## src/rtl/pfh_pkg.sv

```systemverilog
// constants and types for the primary fault handshake controller
package pfh_pkg;
  localparam int  CLK_MHZ            = 100;
  // supervisory times in their own units
  localparam int  RETRY_ON_MS        = 82;
  localparam int  RETRY_OFF_MS       = 1000;
  localparam int  SILENCE_MS         = 150;
  localparam int  LINE_LOW_MS        = 30;
  localparam int  SOA_SKIP_US        = 25;
  localparam int  LISTEN_GAP_US      = 30;
  localparam int  SAMPLE_GAP_US      = 50;
  localparam int  OVERLOAD_KHZ       = 110;
  localparam int  JITTER_KHZ         = 1;
  localparam int  SOA_WIN_NS         = 500;
  // derived cycle counts
  localparam int  RETRY_ON_CYC       = RETRY_ON_MS * 1000 * CLK_MHZ;
  localparam int  RETRY_OFF_CYC      = RETRY_OFF_MS * 1000 * CLK_MHZ;
  localparam int  SILENCE_CYC        = SILENCE_MS * 1000 * CLK_MHZ;
  localparam int  LINE_LOW_CYC       = LINE_LOW_MS * 1000 * CLK_MHZ;
  localparam int  SOA_SKIP_CYC       = SOA_SKIP_US * CLK_MHZ;
  localparam int  LISTEN_GAP_CYC     = LISTEN_GAP_US * CLK_MHZ;
  localparam int  SAMPLE_GAP_CYC     = SAMPLE_GAP_US * CLK_MHZ;
  localparam int  OVERLOAD_GAP_CYC   = (CLK_MHZ * 1000) / OVERLOAD_KHZ;
  localparam int  JITTER_HALF_CYC    = (CLK_MHZ * 1000) / (2 * JITTER_KHZ);
  localparam int  SOA_WIN_CYC        = (SOA_WIN_NS * CLK_MHZ) / 1000;
  // limit scale in percent
  localparam logic [6:0] PCT_FULL    = 7'h64;
  localparam logic [6:0] PCT_FLOOR   = 7'h1E;
  localparam logic [6:0] PCT_JIT_LOW = 7'h5F;
  localparam logic [6:0] PCT_STEP    = 7'h01;
  localparam int  CNT_W              = 32;

  typedef enum logic [2:0] {
    PFH_IDLE    = 3'b000,
    PFH_LISTEN  = 3'b001,
    PFH_PRIMARY = 3'b010,
    PFH_SLAVE   = 3'b011,
    PFH_RETRY   = 3'b100,
    PFH_LATCH   = 3'b101
  } pfh_state_e;
endpackage

```

## src/rtl/pfh_ctrl.sv

```systemverilog
// primary side fault supervisor and handshake controller
// Overview of operation
// - supply below low level inhibits switching until full regulation returns
// - limit level latched at power-up from supply capacitor size
// - supply overcurrent latches off or retries per option code
// - hysteretic thermal: stop above trip, resume after hysteresis cooldown
// - latch-off cleared only by supply clear or line-low
// - limit rises as off gap shortens, floor at 30 percent
// - limit jitters between 100 and 95 percent at jitter rate
// - retry holds switching off for the retry off window
// - requests above 110 kHz for over 82 ms enter retry
// - request silence beyond the limit enters retry
// - AC line reset cancels retry immediately
// - two fast-peak cycles skip about 25 microseconds of switching
// - before first switch, line must be above brown-in and below overvoltage
// - brown-out persisting past line-low delay enters retry; resume above brown-in
// - line overvoltage enters retry until line back in range
// - sense switch continuous below 50 us gaps, sampled otherwise
// - grounded line pin disables line protection
// - start-up switches alone; no feedback in retry on window enters retry
// - after a stop, return to start-up and look for handshake
// - after recovery wait 82 ms listening; two requests at most 60 us apart hand over
`timescale 1ns/1ps
module pfh_ctrl
  import pfh_pkg::*;
#(
  parameter int RETRY_ON  = RETRY_ON_CYC,
  parameter int RETRY_OFF = RETRY_OFF_CYC,
  parameter int SILENCE   = SILENCE_CYC,
  parameter int LINE_LOW  = LINE_LOW_CYC,
  parameter int JIT_HALF  = JITTER_HALF_CYC
)(
  input  wire logic       clock,
  input  wire logic       rst,
  input  wire logic       supply_low,
  input  wire logic       supply_regulated,
  input  wire logic       supply_clear,
  input  wire logic       big_cap_detect,
  input  wire logic       bypass_fault,
  input  wire logic       latch_option,
  input  wire logic       thermal_trip,
  input  wire logic       thermal_cool,
  input  wire logic       thermal_latch_option,
  input  wire logic       line_above_brown_in,
  input  wire logic       line_below_brown_out,
  input  wire logic       line_over,
  input  wire logic       line_pin_grounded,
  input  wire logic       ac_reset,
  input  wire logic       sec_request,
  input  wire logic       peak_fast,
  input  wire logic       sw_off,
  output logic            switch_enable,
  output logic            auto_pulse,
  output logic            limit_high,
  output logic      [6:0] limit_pct,
  output logic            sense_switch_on,
  output logic            latched_off,
  output logic            in_retry,
  output logic            sec_in_control
);
  // ---------------------------------------------------------------
  // input synchronisers
  // ---------------------------------------------------------------
  localparam int NIN = 17;
  logic [NIN-1:0] raw;
  logic [NIN-1:0] s1;
  logic [NIN-1:0] s2;
  assign raw = {supply_low, supply_regulated, supply_clear, big_cap_detect, bypass_fault,
                latch_option, thermal_trip, thermal_cool, thermal_latch_option,
                line_above_brown_in, line_below_brown_out, line_over, line_pin_grounded,
                ac_reset, sec_request, peak_fast, sw_off};
  always_ff @(posedge clock or posedge rst)
  begin
    if (rst)
    begin
      s1 <= '0;
      s2 <= '0;
    end
    else
    begin
      s1 <= raw;
      s2 <= s1;
    end
  end
  logic y_low, y_reg, y_clr, y_cap, y_bf, y_lopt, y_tt, y_tc, y_topt;
  logic y_bi, y_bo, y_ov, y_gnd, y_acr, y_req, y_pk, y_off;
  assign {y_low, y_reg, y_clr, y_cap, y_bf, y_lopt, y_tt, y_tc, y_topt,
          y_bi, y_bo, y_ov, y_gnd, y_acr, y_req, y_pk, y_off} = s2;

  // ---------------------------------------------------------------
  // state record
  // ---------------------------------------------------------------
  typedef struct packed {
    pfh_state_e       st;
    logic             powered;
    logic             uv_block;
    logic             hot;
    logic             req_d;
    logic             off_d;
    logic             pk_d;
    logic             pk_prev;
    logic             got_one;
    logic             limit_high;
    logic             sw_en;
    logic             apulse;
    logic             sense_on;
    logic [CNT_W-1:0] win;
    logic [CNT_W-1:0] silence;
    logic [CNT_W-1:0] line_low;
    logic [CNT_W-1:0] req_gap;
    logic [CNT_W-1:0] ovl;
    logic [CNT_W-1:0] skip;
    logic [CNT_W-1:0] sw_gap;
    logic [CNT_W-1:0] auto_cnt;
  } pfh_ctrl_s;

  pfh_ctrl_s q;
  pfh_ctrl_s next_q;

  function automatic logic [CNT_W-1:0] inc_sat(input logic [CNT_W-1:0] v);
    return (v == {CNT_W{1'b1}}) ? v : v + 1'b1;
  endfunction

  logic req_pulse;
  logic off_pulse;
  logic line_ok;
  logic line_prot;
  logic latch_cause;
  logic retry_cause;
  assign req_pulse = y_req & ~q.req_d;
  assign off_pulse = y_off & ~q.off_d;
  assign line_prot = ~y_gnd;
  assign line_ok   = ~line_prot | (y_bi & ~y_ov);

  always_comb
  begin
    next_q = q;
    next_q.req_d = y_req;
    next_q.off_d = y_off;
    next_q.apulse = 1'b0;
    latch_cause = 1'b0;
    retry_cause = 1'b0;

    // limit selection caught once after the supply first charges
    if (!q.powered && y_reg)
    begin
      next_q.powered = 1'b1;
      next_q.limit_high = y_cap;
    end
    if (y_low)
      next_q.uv_block = 1'b1;
    else if (y_reg)
      next_q.uv_block = 1'b0;
    if (!y_topt)
    begin
      if (y_tt)
        next_q.hot = 1'b1;
      else if (y_tc)
        next_q.hot = 1'b0;
    end
    else
      next_q.hot = 1'b0;

    // counters
    next_q.silence = req_pulse ? '0 : inc_sat(q.silence);
    next_q.req_gap = req_pulse ? '0 : inc_sat(q.req_gap);
    next_q.sw_gap  = off_pulse ? '0 : inc_sat(q.sw_gap);
    if (line_prot && y_bo && !y_bi)
      next_q.line_low = inc_sat(q.line_low);
    else
      next_q.line_low = '0;
    // sustained overload: every request gap shorter than the 110 kHz period
    if (req_pulse)
      next_q.ovl = (q.req_gap < CNT_W'(OVERLOAD_GAP_CYC)) ? inc_sat(q.ovl) : '0;
    else if (q.req_gap >= CNT_W'(OVERLOAD_GAP_CYC))
      next_q.ovl = '0;
    else
      next_q.ovl = inc_sat(q.ovl);
    next_q.sense_on = (q.sw_gap < CNT_W'(SAMPLE_GAP_CYC)) || (q.sw_gap[7:0] == 8'h00);

    // two back-to-back fast peaks open a skip window
    if (off_pulse)
    begin
      next_q.pk_prev = q.pk_d;
      next_q.pk_d = 1'b0;
      if (q.pk_d && q.pk_prev)
        next_q.skip = CNT_W'(SOA_SKIP_CYC);
    end
    else if (y_pk)
      next_q.pk_d = 1'b1;
    if (q.skip != '0)
      next_q.skip = q.skip - 1'b1;

    // fault causes
    if (y_bf && y_lopt)
      latch_cause = 1'b1;
    if (y_tt && y_topt)
      latch_cause = 1'b1;
    if (y_bf && !y_lopt)
      retry_cause = 1'b1;
    if (q.ovl >= CNT_W'(RETRY_ON))
      retry_cause = 1'b1;
    if (q.st == PFH_SLAVE && q.silence >= CNT_W'(SILENCE))
      retry_cause = 1'b1;
    if (q.line_low >= CNT_W'(LINE_LOW))
      retry_cause = 1'b1;
    if (line_prot && y_ov)
      retry_cause = 1'b1;

    next_q.win = inc_sat(q.win);
    unique case (q.st)
      PFH_IDLE:
      begin
        if (q.powered && line_ok)
        begin
          next_q.st = PFH_LISTEN;
          next_q.win = '0;
          next_q.got_one = 1'b0;
        end
      end
      PFH_LISTEN:
      begin
        if (req_pulse)
        begin
          if (q.got_one && q.req_gap <= CNT_W'(2 * LISTEN_GAP_CYC))
            next_q.st = PFH_SLAVE;
          next_q.got_one = 1'b1;
        end
        else if (q.win >= CNT_W'(RETRY_ON))
        begin
          next_q.st = PFH_PRIMARY;
          next_q.win = '0;
        end
      end
      PFH_PRIMARY:
      begin
        if (req_pulse)
          next_q.st = PFH_SLAVE;
        else if (q.win >= CNT_W'(RETRY_ON))
          retry_cause = 1'b1;
      end
      PFH_SLAVE:
      begin
      end
      PFH_RETRY:
      begin
        if (q.win >= CNT_W'(RETRY_OFF) && line_ok)
        begin
          next_q.st = PFH_LISTEN;
          next_q.win = '0;
          next_q.got_one = 1'b0;
        end
      end
      PFH_LATCH:
      begin
        if (y_clr || (line_prot && !y_bi && y_bo))
          next_q.st = PFH_IDLE;
      end
      default:
        next_q.st = PFH_IDLE;
    endcase

    // priority: latch over retry over switching
    if (latch_cause && q.st != PFH_LATCH)
      next_q.st = PFH_LATCH;
    else if (retry_cause && q.st != PFH_LATCH && q.st != PFH_RETRY)
    begin
      next_q.st = PFH_RETRY;
      next_q.win = '0;
    end
    if (y_acr && q.st == PFH_RETRY && !latch_cause)
    begin
      next_q.st = PFH_IDLE;
      next_q.win = '0;
    end

    // own timing pulses while in primary control, about 1 ms apart
    if (q.st == PFH_PRIMARY)
    begin
      if (q.auto_cnt >= CNT_W'(CLK_MHZ * 1000 - 1))
      begin
        next_q.auto_cnt = '0;
        next_q.apulse = 1'b1;
      end
      else
        next_q.auto_cnt = q.auto_cnt + 1'b1;
    end
    else
      next_q.auto_cnt = '0;

    next_q.sw_en = (next_q.st == PFH_PRIMARY || next_q.st == PFH_SLAVE)
                   && !next_q.uv_block && !next_q.hot && next_q.skip == '0;
  end

  always_ff @(posedge clock or posedge rst)
  begin
    if (rst)
      q <= '0;
    else
      q <= next_q;
  end

  pfh_limit #(
    .JIT_HALF (JIT_HALF)
  ) u_limit (
    .clock        (clock),
    .rst          (rst),
    .sw_off_pulse (off_pulse),
    .limit_pct    (limit_pct)
  );

  assign switch_enable   = q.sw_en;
  assign auto_pulse      = q.apulse;
  assign limit_high      = q.limit_high;
  assign sense_switch_on = q.sense_on;
  assign latched_off     = (q.st == PFH_LATCH);
  assign in_retry        = (q.st == PFH_RETRY);
  assign sec_in_control  = (q.st == PFH_SLAVE);

  // ---------------------------------------------------------------
  // checks
  // ---------------------------------------------------------------
  a_uv_inhibit: assert property (@(posedge clock) disable iff (rst)
    q.uv_block |-> !switch_enable)
    else $error("switching while supply low");
  a_latch_wins: assert property (@(posedge clock) disable iff (rst)
    latched_off |-> !switch_enable && !in_retry)
    else $error("latch-off did not dominate");
  a_retry_off: assert property (@(posedge clock) disable iff (rst)
    $rose(in_retry) |-> !switch_enable [*8])
    else $error("switched during retry off window");
  a_hot_stop: assert property (@(posedge clock) disable iff (rst)
    q.hot |-> !switch_enable)
    else $error("switching while hot");
  a_skip_hold: assert property (@(posedge clock) disable iff (rst)
    q.skip != '0 |-> !switch_enable)
    else $error("switching during skip");
  a_sense_cont: assert property (@(posedge clock) disable iff (rst)
    q.sw_gap < CNT_W'(SAMPLE_GAP_CYC) |=> sense_switch_on)
    else $error("sense switch off at short gap");
  a_ac_cancel: assert property (@(posedge clock) disable iff (rst)
    in_retry && y_acr && !latch_cause |=> !in_retry)
    else $error("retry survived line reset");
  a_ov_retry: assert property (@(posedge clock) disable iff (rst)
    line_prot && y_ov && !latched_off && !latch_cause && !y_acr |=> in_retry)
    else $error("line overvoltage missed retry");
endmodule // pfh_ctrl

```

## src/rtl/pfh_limit.sv

```systemverilog
// per-cycle current limit shaping with jitter
`timescale 1ns/1ps
module pfh_limit
  import pfh_pkg::*;
#(
  parameter int JIT_HALF = JITTER_HALF_CYC
)(
  input  wire logic       clock,
  input  wire logic       rst,
  input  wire logic       sw_off_pulse,
  output logic      [6:0] limit_pct
);
  typedef struct packed {
    logic [CNT_W-1:0] gap;
    logic [CNT_W-1:0] jit;
    logic             jit_low;
    logic [6:0]       pct;
  } pfh_lim_s;

  pfh_lim_s q;
  pfh_lim_s next_q;

  always_comb
  begin
    logic [6:0] base;
    base = PCT_FULL;
    next_q = q;
    // limit decays one percent per microsecond of idle gap
    if (sw_off_pulse)
      next_q.gap = '0;
    else if (q.gap != {CNT_W{1'b1}})
      next_q.gap = q.gap + 1'b1;
    if (q.gap / CLK_MHZ >= CNT_W'(PCT_FULL - PCT_FLOOR))
      base = PCT_FLOOR;
    else
      base = PCT_FULL - 7'(q.gap / CLK_MHZ);
    if (q.jit >= CNT_W'(JIT_HALF - 1))
    begin
      next_q.jit = '0;
      next_q.jit_low = ~q.jit_low;
    end
    else
      next_q.jit = q.jit + 1'b1;
    // jitter only trims when base is above PCT_JIT_LOW so the trim never goes below 95 percent
    if (q.jit_low && base > PCT_JIT_LOW)
      next_q.pct = base - 7'(((base - PCT_JIT_LOW) * 7'h05) / 7'h05 > 7'h05 ? 7'h05 : base - PCT_JIT_LOW);
    else
      next_q.pct = base;
  end

  always_ff @(posedge clock or posedge rst)
  begin
    if (rst)
      q <= '{gap: '0, jit: '0, jit_low: 1'b0, pct: PCT_FULL};
    else
      q <= next_q;
  end

  assign limit_pct = q.pct;

  a_limit_floor: assert property (@(posedge clock) disable iff (rst)
    limit_pct >= PCT_FLOOR && limit_pct <= PCT_FULL)
    else $error("current limit left its range");
endmodule // pfh_limit

```

## config.mk

```make
export PLATFORM = sky130hd
export DESIGN_NAME = pfh_ctrl
export DESIGN_NICKNAME = d
export VERILOG_FILES = /design/src/rtl/pfh_pkg.sv /design/src/rtl/pfh_ctrl.sv /design/src/rtl/pfh_limit.sv
export SDC_FILE = /design/constraint.sdc
export NUM_CORES = 1
export LEC_CHECK = 0
export ABC_AREA = 0
export BUFFER_PORTS_ARGS = -buffer_cell sky130_fd_sc_hd__buf_2
export CORE_MARGIN = 1.5
export CORE_UTILIZATION = 30
export CTS_BUF_LIST = sky130_fd_sc_hd__clkbuf_8
export DETAILED_ROUTE_END_ITERATION = 8
export PLACE_DENSITY = 0.55
export SLEW_MARGIN = 20
export SYNTH_ARGS = -nofsm -noshare
export SYNTH_HDL_FRONTEND = slang
export SYNTH_HIERARCHICAL = 1
export SYNTH_SLANG_ARGS = --single-unit
export TNS_END_PERCENT = 50
```

## constraint.sdc

```tcl
create_clock -name clock -period 21 [get_ports clock]
set_input_delay 4.2 -clock clock [delete_from_list [all_inputs] [get_ports clock]]
set_output_delay 4.2 -clock clock [all_outputs]
set_load 0.01 [all_outputs]
```

==> results of run 1 <==
## area by class of cell
type                    count  share of cell area (%)
diodes                      1                0.008450
inverters                  85                   1.107
clock buffers              86                   3.997
multi-input cells        2371                   53.71
flip-flops and latches    377                   31.91
well taps                1144                   4.834
clock inverters            37                   1.268
repair buffers            135                   3.165
## synth_stat cells (15+ instances only)
| cell type | instances |
|---|---|
| nor2_1 | 404 |
| nand2b_1 | 16 |
| nand4_1 | 78 |
| a21oi_1 | 117 |
| o21ai_0 | 92 |
| o211ai_1 | 34 |
| nor3_1 | 90 |
| xor2_1 | 160 |
| a211oi_1 | 28 |
| xnor2_1 | 119 |
| and3_1 | 52 |
| buf_2 | 26 |
| inv_1 | 79 |
| o21ai_1 | 27 |
| or4_1 | 15 |
| clkbuf_1 | 91 |
| or2_2 | 15 |
| or3_1 | 55 |
| nand3_1 | 159 |
| o21a_1 | 18 |
| nor4_1 | 55 |
| a21o_1 | 23 |
| dfrtp_1 | 374 |
| mux2i_1 | 22 |
| ha_1 | 33 |
| and4_1 | 22 |
| and2_1 | 37 |
| nand2_1 | 227 |
| a31oi_1 | 30 |
## metrics by stage
stage	std cells	TNS, ps	utilization [%]	worst slack (ps)	hold slack, ps
after floorplan	2976	0	-	1004	331.2
after CTS	4208	0	33.96	81.11	340.0
after global routing	4236	-482.2	34.89	-164.8	348.0
after detailed placement	4085	-437.6	32.07	-157.2	337.8
final	4236	0	34.89	776.9	340.1
after global placement	4085	-143.1	32.07	-67.90	333.0
## what timing repair did
action / 4_1_cts / 5_1_grt
resized for setup: 7 / 110
setup buffers: 0 / 27
pin swaps: 0 / 30
setup endpoints to repair: 4 / 7
cloned: 0 / 0
## power breakdown
part	total [mW]	switching [mW]	internal [mW]
clock	0.783	0.332	0.451
combinational	0.193	0.119	0.0742
sequential	0.837	0.0627	0.774
total	1.81	0.514	1.30
## worst min-delay path by stage
stage,startpoint,to,depth (start not counted)
after detailed placement,s1[13]$_DFF_PP0_,s2[13]$_DFF_PP0_,0
final,s1[11]$_DFF_PP0_,s2[11]$_DFF_PP0_,0
after floorplan,s1[0]$_DFF_PP0_,s2[0]$_DFF_PP0_,0
after global placement,s1[13]$_DFF_PP0_,s2[13]$_DFF_PP0_,0
after global routing,s1[1]$_DFF_PP0_,s2[1]$_DFF_PP0_,0
after CTS,s1[9]$_DFF_PP0_,s2[9]$_DFF_PP0_,0
## layout by cell type, fill, tap and decap left out, types with 15 or more instances in the layout
| master | instances |
|---|---|
| o21a_1 | 18 |
| mux2i_1 | 19 |
| dfrtp_1 | 370 |
| o21ai_1 | 24 |
| a211oi_1 | 23 |
| xnor2_1 | 114 |
| a31oi_1 | 27 |
| a21o_1 | 23 |
| inv_1 | 87 |
| nand3_1 | 159 |
| nand4_1 | 78 |
| o211ai_1 | 34 |
| nor4_1 | 55 |
| buf_2 | 32 |
| and4_1 | 22 |
| o21ai_0 | 91 |
| clkbuf_8 | 86 |
| ha_1 | 33 |
| nor2_1 | 400 |
| or3_1 | 52 |
| xor2_1 | 159 |
| nor3_1 | 85 |
| and2_1 | 33 |
| a21oi_1 | 112 |
| conb_1 | 31 |
| and3_1 | 51 |
| buf_4 | 102 |
| nand2b_1 | 16 |
| or2_2 | 15 |
| nand2_1 | 223 |
## layer usage
layer,vias up,routed length (um)
met2,417,29100
met5,-,0
met4,0,1180
met1,10540,30390
met3,85,2303
li1,10920,-
## worst max-delay path, delay by kind of cell (launching register included)
family | cells | cell delay [ps]
AO/OA/AOI/OAI | 38 | 9720
XOR/XNOR | 7 | 1350
adder cells (fa/ha/maj) | 4 | 1120
buffers and inverters | 7 | 1210
flip-flops | 1 | 520
multiplexers | 4 | 1000
AND/OR/NAND/NOR | 19 | 5120
## cells by family after synthesis
| logic type | count (synthesis) | share of synthesized area, % |
|---|---|---|
| simple gates | 1326 | 26.11 |
| compound gates | 658 | 19.96 |
| flops | 377 | 36.82 |
| xor+xnor | 283 | 9.787 |
| buf+inv | 228 | 3.993 |
| fa+ha+maj | 41 | 1.967 |
| mux | 32 | 1.342 |
| other cells | 2 | 0.02930 |
## sequential cells by signal (all words and copies together) (netlist names)
| signal | cells |
|---|---|
| auto_pulse | 1 |
| limit_high | 1 |
| q | 267 |
| s1 | 17 |
| s2 | 17 |
| sense_switch_on | 1 |
| switch_enable | 1 |
| u_limit/limit_pct | 7 |
| u_limit/q | 65 |
==> results.ini, run 1 <==
[logic_synthesis]
postSynthAreaPerCell_um2=8.698
yosys.area.top_type=dfrtp_1
synth_top_cell_area_share_pct=36.51
yosysSeqAreaShare_pct=36.82
synth-seq-cells=377
ys.warnings.count=6
synth-edff-count=0
syn_inst=2947
async_flop_share_pct=100.0
yosys-top-cells-area=dfrtp_1 37%, nor2_1 5.9%, xor2_1 5.5%
synth_ff_type=dfrtp_1
synth_cell_type_count=147
netlist_area_um2=25630

[timing]
fin_skew_ps=35.79
min_period_ps=20220
worst_pin_slew_ps=1046
max_freq_mhz=49.45
max_slew_margin_pct=30.26
drv_slew=0
period_share_pct=96.30
hold_viol=0
finalSetupViolCount=0

[final_layout]
ff_latch_area_um2=9450
nNetsFinal=3093
layout-drive-gt1-share_pct=15.50
stdcell_area_um2=29610
fillers=8821
area_growth_pct=15.53
multiInputGateArea_um2=15910

[critical_path]
start_kind=flop
cp-end-kind=flop
crit_start=u_limit/q[71]$_DFFE_PP0P_
critPathRequiredTime_ps=21490
rr_worst_depth=79
r2r-start=u_limit/q[71]$_DFFE_PP0P_
max_stage_delay_ps=540
rrSetupSlack_ps=780
crit_end=u_limit/limit_pct[3]$_DFF_PP0_
critical_path_class=flop to flop
r2r-end=u_limit/limit_pct[3]$_DFF_PP0_
slowest_stage=o41a_4
worstPathMaxFanout=15
arrival_ps=20720
cpMostUsedCell=buf_4

[placed_design]
dpl.hpwl_mm=43.39
globalplace.congestion=0.8586
placed_area_um2=27220
io_buffers=32

[run_status]
status=complete, no violations

[power]
finalPower_mw=1.813
p_per_area_nw_per_um2=61.22
p_leak_nw=12.14
vdd_drop_max_uv=50.64

[floorplan]
dieArea_um2=87200
ios=33
core_um2=84880
rows=107
dieHeight_um=295.3
die-width_um=295.3
start_util_pct=30.20

[clock_network]
cts.sinks=377
clkTransAtPathRegs_ps=60
tritoncts=built
clock_latency_ps=650
cts_hold_buf=0
h-tree-depth=3
cts_buffers=70
cts_root_buffer=clkbuf_8
clk_path_buf_depth=3

[global_route]
grt_pass1_vias=20960
grt.busiest_layer=met2
grt_max_degree=103
grtUsageMet2_pct=22.48
track_usage_pct=14.11
grt_remaining_overflow=0
grtUsageMet1_pct=19.54
grt_pass1_wl_mm=104.2
use_met3_pct=2.406
antenna_found_initial=1

[drt]
drc=0
drt-total-wl_mm=62.97
wl_per_cell_um=14.87
drt-initial-drc-count=1473
first_pass_iters=5
viasPerCell=5.184
ant_nets=0
vias=21960

[worst_hold_path]
hp-class=flop to flop

[flow_run]
max_cap_violations=0

No activity file was read; power rests on OpenSTA's default activity.
==> inputs of run 2 (changes only) <==
Settings changed: CORE_UTILIZATION 30 to 25, PLACE_DENSITY 0.55 to 0.5.
==> results.ini, run 2 (synthesized netlist as in run 1, its figures left out) <==
[run_status]
status=complete, no violations

[clock_network]
clock_latency_ps=680
cts_root_buffer=clkbuf_8
tritoncts=built
cts.sinks=377
h-tree-depth=3
cts_hold_buf=0
cts_buffers=71
clk_path_buf_depth=3
clkTransAtPathRegs_ps=50

[floorplan]
dieHeight_um=323.2
ios=33
core_um2=101700
start_util_pct=25.19
dieArea_um2=104500
die-width_um=323.2
rows=117

[final_layout]
top_register=q
layout_commonest_cell=nor2_1
nNetsFinal=3119
layout-drive-gt1-share_pct=16.31
area_growth_pct=16.94
top_regs=q: 267 flops, u_limit/q: 65 flops
layout_common_cells=399 x nor2_1, 368 x dfrtp_1, 225 x nand2_1, 159 x xor2_1, 157 x nand3_1
largest_reg_flops=267

[power]
p_leak_nw=12.23
p_per_area_nw_per_um2=58.27
vdd_drop_max_uv=44.80
finalPower_mw=1.747

[critical_path]
rr_worst_depth=81
worstPathMaxFanout=9
max_stage_delay_ps=740
cpMostUsedCell=buf_4
critical_path_class=flop to flop
critPathRequiredTime_ps=21470
cp-end-kind=flop
slowest_stage=or4b_2
rrSetupSlack_ps=920
r2r-start=u_limit/q[67]$_DFFE_PP0P_
start_kind=flop
r2r-end=u_limit/limit_pct[3]$_DFF_PP0_
arrival_ps=20560

[worst_hold_path]
whs_path_depth=0
hp-class=flop to flop
min_to=s2[6]$_DFF_PP0_
hold_start=s1[6]$_DFF_PP0_

[placed_design]
dpl.hpwl_mm=44.82
io_buffers=32
globalplace.congestion=0.8525

[timing]
period_share_pct=95.64
finalSetupViolCount=0
max_slew_margin_pct=32.24
drv_slew=0
fin_skew_ps=39.91
tns_ps=0
min_period_ps=20080
max_freq_mhz=49.79
worst_pin_slew_ps=1016
hold_viol=0

[drt]
viasPerCell=4.911
drt-total-wl_mm=64.74
wl_per_cell_um=14.44
ant_nets=0
vias=22020
first_pass_iters=7
drt-initial-drc-count=1464
drc=0

[global_route]
track_usage_pct=12.21
grt_pass1_vias=20970
antenna_found_initial=2
grt_pass1_wl_mm=107.6
grt_max_degree=169
grt_remaining_overflow=0

[flow_run]
max_cap_violations=0

-- run 2: where the power goes --
group,switching (mW),total [mW],internal [mW]
registers,0.0631,0.837,0.774
logic,0.120,0.193,0.0731
clock network,0.325,0.716,0.391
-- run 2: area by class of cell --
class / instances / area, um^2
inverter: 85 / 327.8
antenna: 1 / 2.502
clock inverter: 38 / 254.0
multi-input combinational: 2372 / 15930
clock buffer: 84 / 1156
timing repair buffer: 159 / 1140
sequential: 377 / 9448
fill: 10790 / 71770
tap: 1368 / 1712
-- run 2: worst max path at each step --
stage	end	startpoint	slack [ps]
4_1_cts	u_limit/limit_pct[6]$_DFF_PP1_	u_limit/q[70]$_DFFE_PP0P_	7
5_1_grt	u_limit/limit_pct[3]$_DFF_PP0_	u_limit/q[67]$_DFFE_PP0P_	-150
2_1_floorplan	u_limit/limit_pct[4]$_DFF_PP0_	u_limit/q[67]$_DFFE_PP0P_	1000
3_3_place_gp	u_limit/limit_pct[4]$_DFF_PP0_	u_limit/q[70]$_DFFE_PP0P_	-200
6_report	u_limit/limit_pct[3]$_DFF_PP0_	u_limit/q[67]$_DFFE_PP0P_	920
3_5_place_dp	u_limit/limit_pct[6]$_DFF_PP1_	u_limit/q[71]$_DFFE_PP0P_	-190
-- run 2: per-layer routing --
| layer | global-route usage, % | share of wire (%) | up-vias |
|---|---|---|---|
| met5 | 0 | 0.020 | - |
| met4 | 3.610 | 2.0 | 2 |
| met3 | 2.035 | 3.1 | 112 |
| met2 | 19.44 | 46 | 341 |
| met1 | 16.89 | 49 | 10590 |
| li1 | - | - | 10980 |
-- run 2: repair_timing --
action	4_1_cts	5_1_grt
setup endpoints to repair	4	7
resized for setup	7	128
pin swaps	0	31
gates cloned	0	1
buffers inserted	0	35
endpoints found under the hold margin	0	0
-- run 2: worst max-delay path: cells and delay by family, from the launching register on --
kind / cells / cell delay [ps]
compound gates: 42 / 9680
xor+xnor: 6 / 1020
fa+ha+maj: 5 / 1320
buf+inv: 7 / 1270
flops: 1 / 470
mux: 3 / 800
simple gates: 18 / 5330
-- run 2: per-stage QoR --
step | instances | cell area [um^2] | worst slack [ps] | hold WS (ps) | util [%]
final | 4484 | 29970 | 915.4 | 345.1 | 29.46
after global routing | 4484 | 29970 | -147.0 | 350.4 | 29.46
after CTS | 4447 | 29090 | 7.450 | 348.3 | 28.59
after detailed placement | 4325 | 27650 | -192.8 | 336.4 | 27.17
after global placement | 4325 | 27650 | -196.1 | 332.0 | 27.17
after floorplan | 2976 | 25740 | 1004 | 331.2 | -
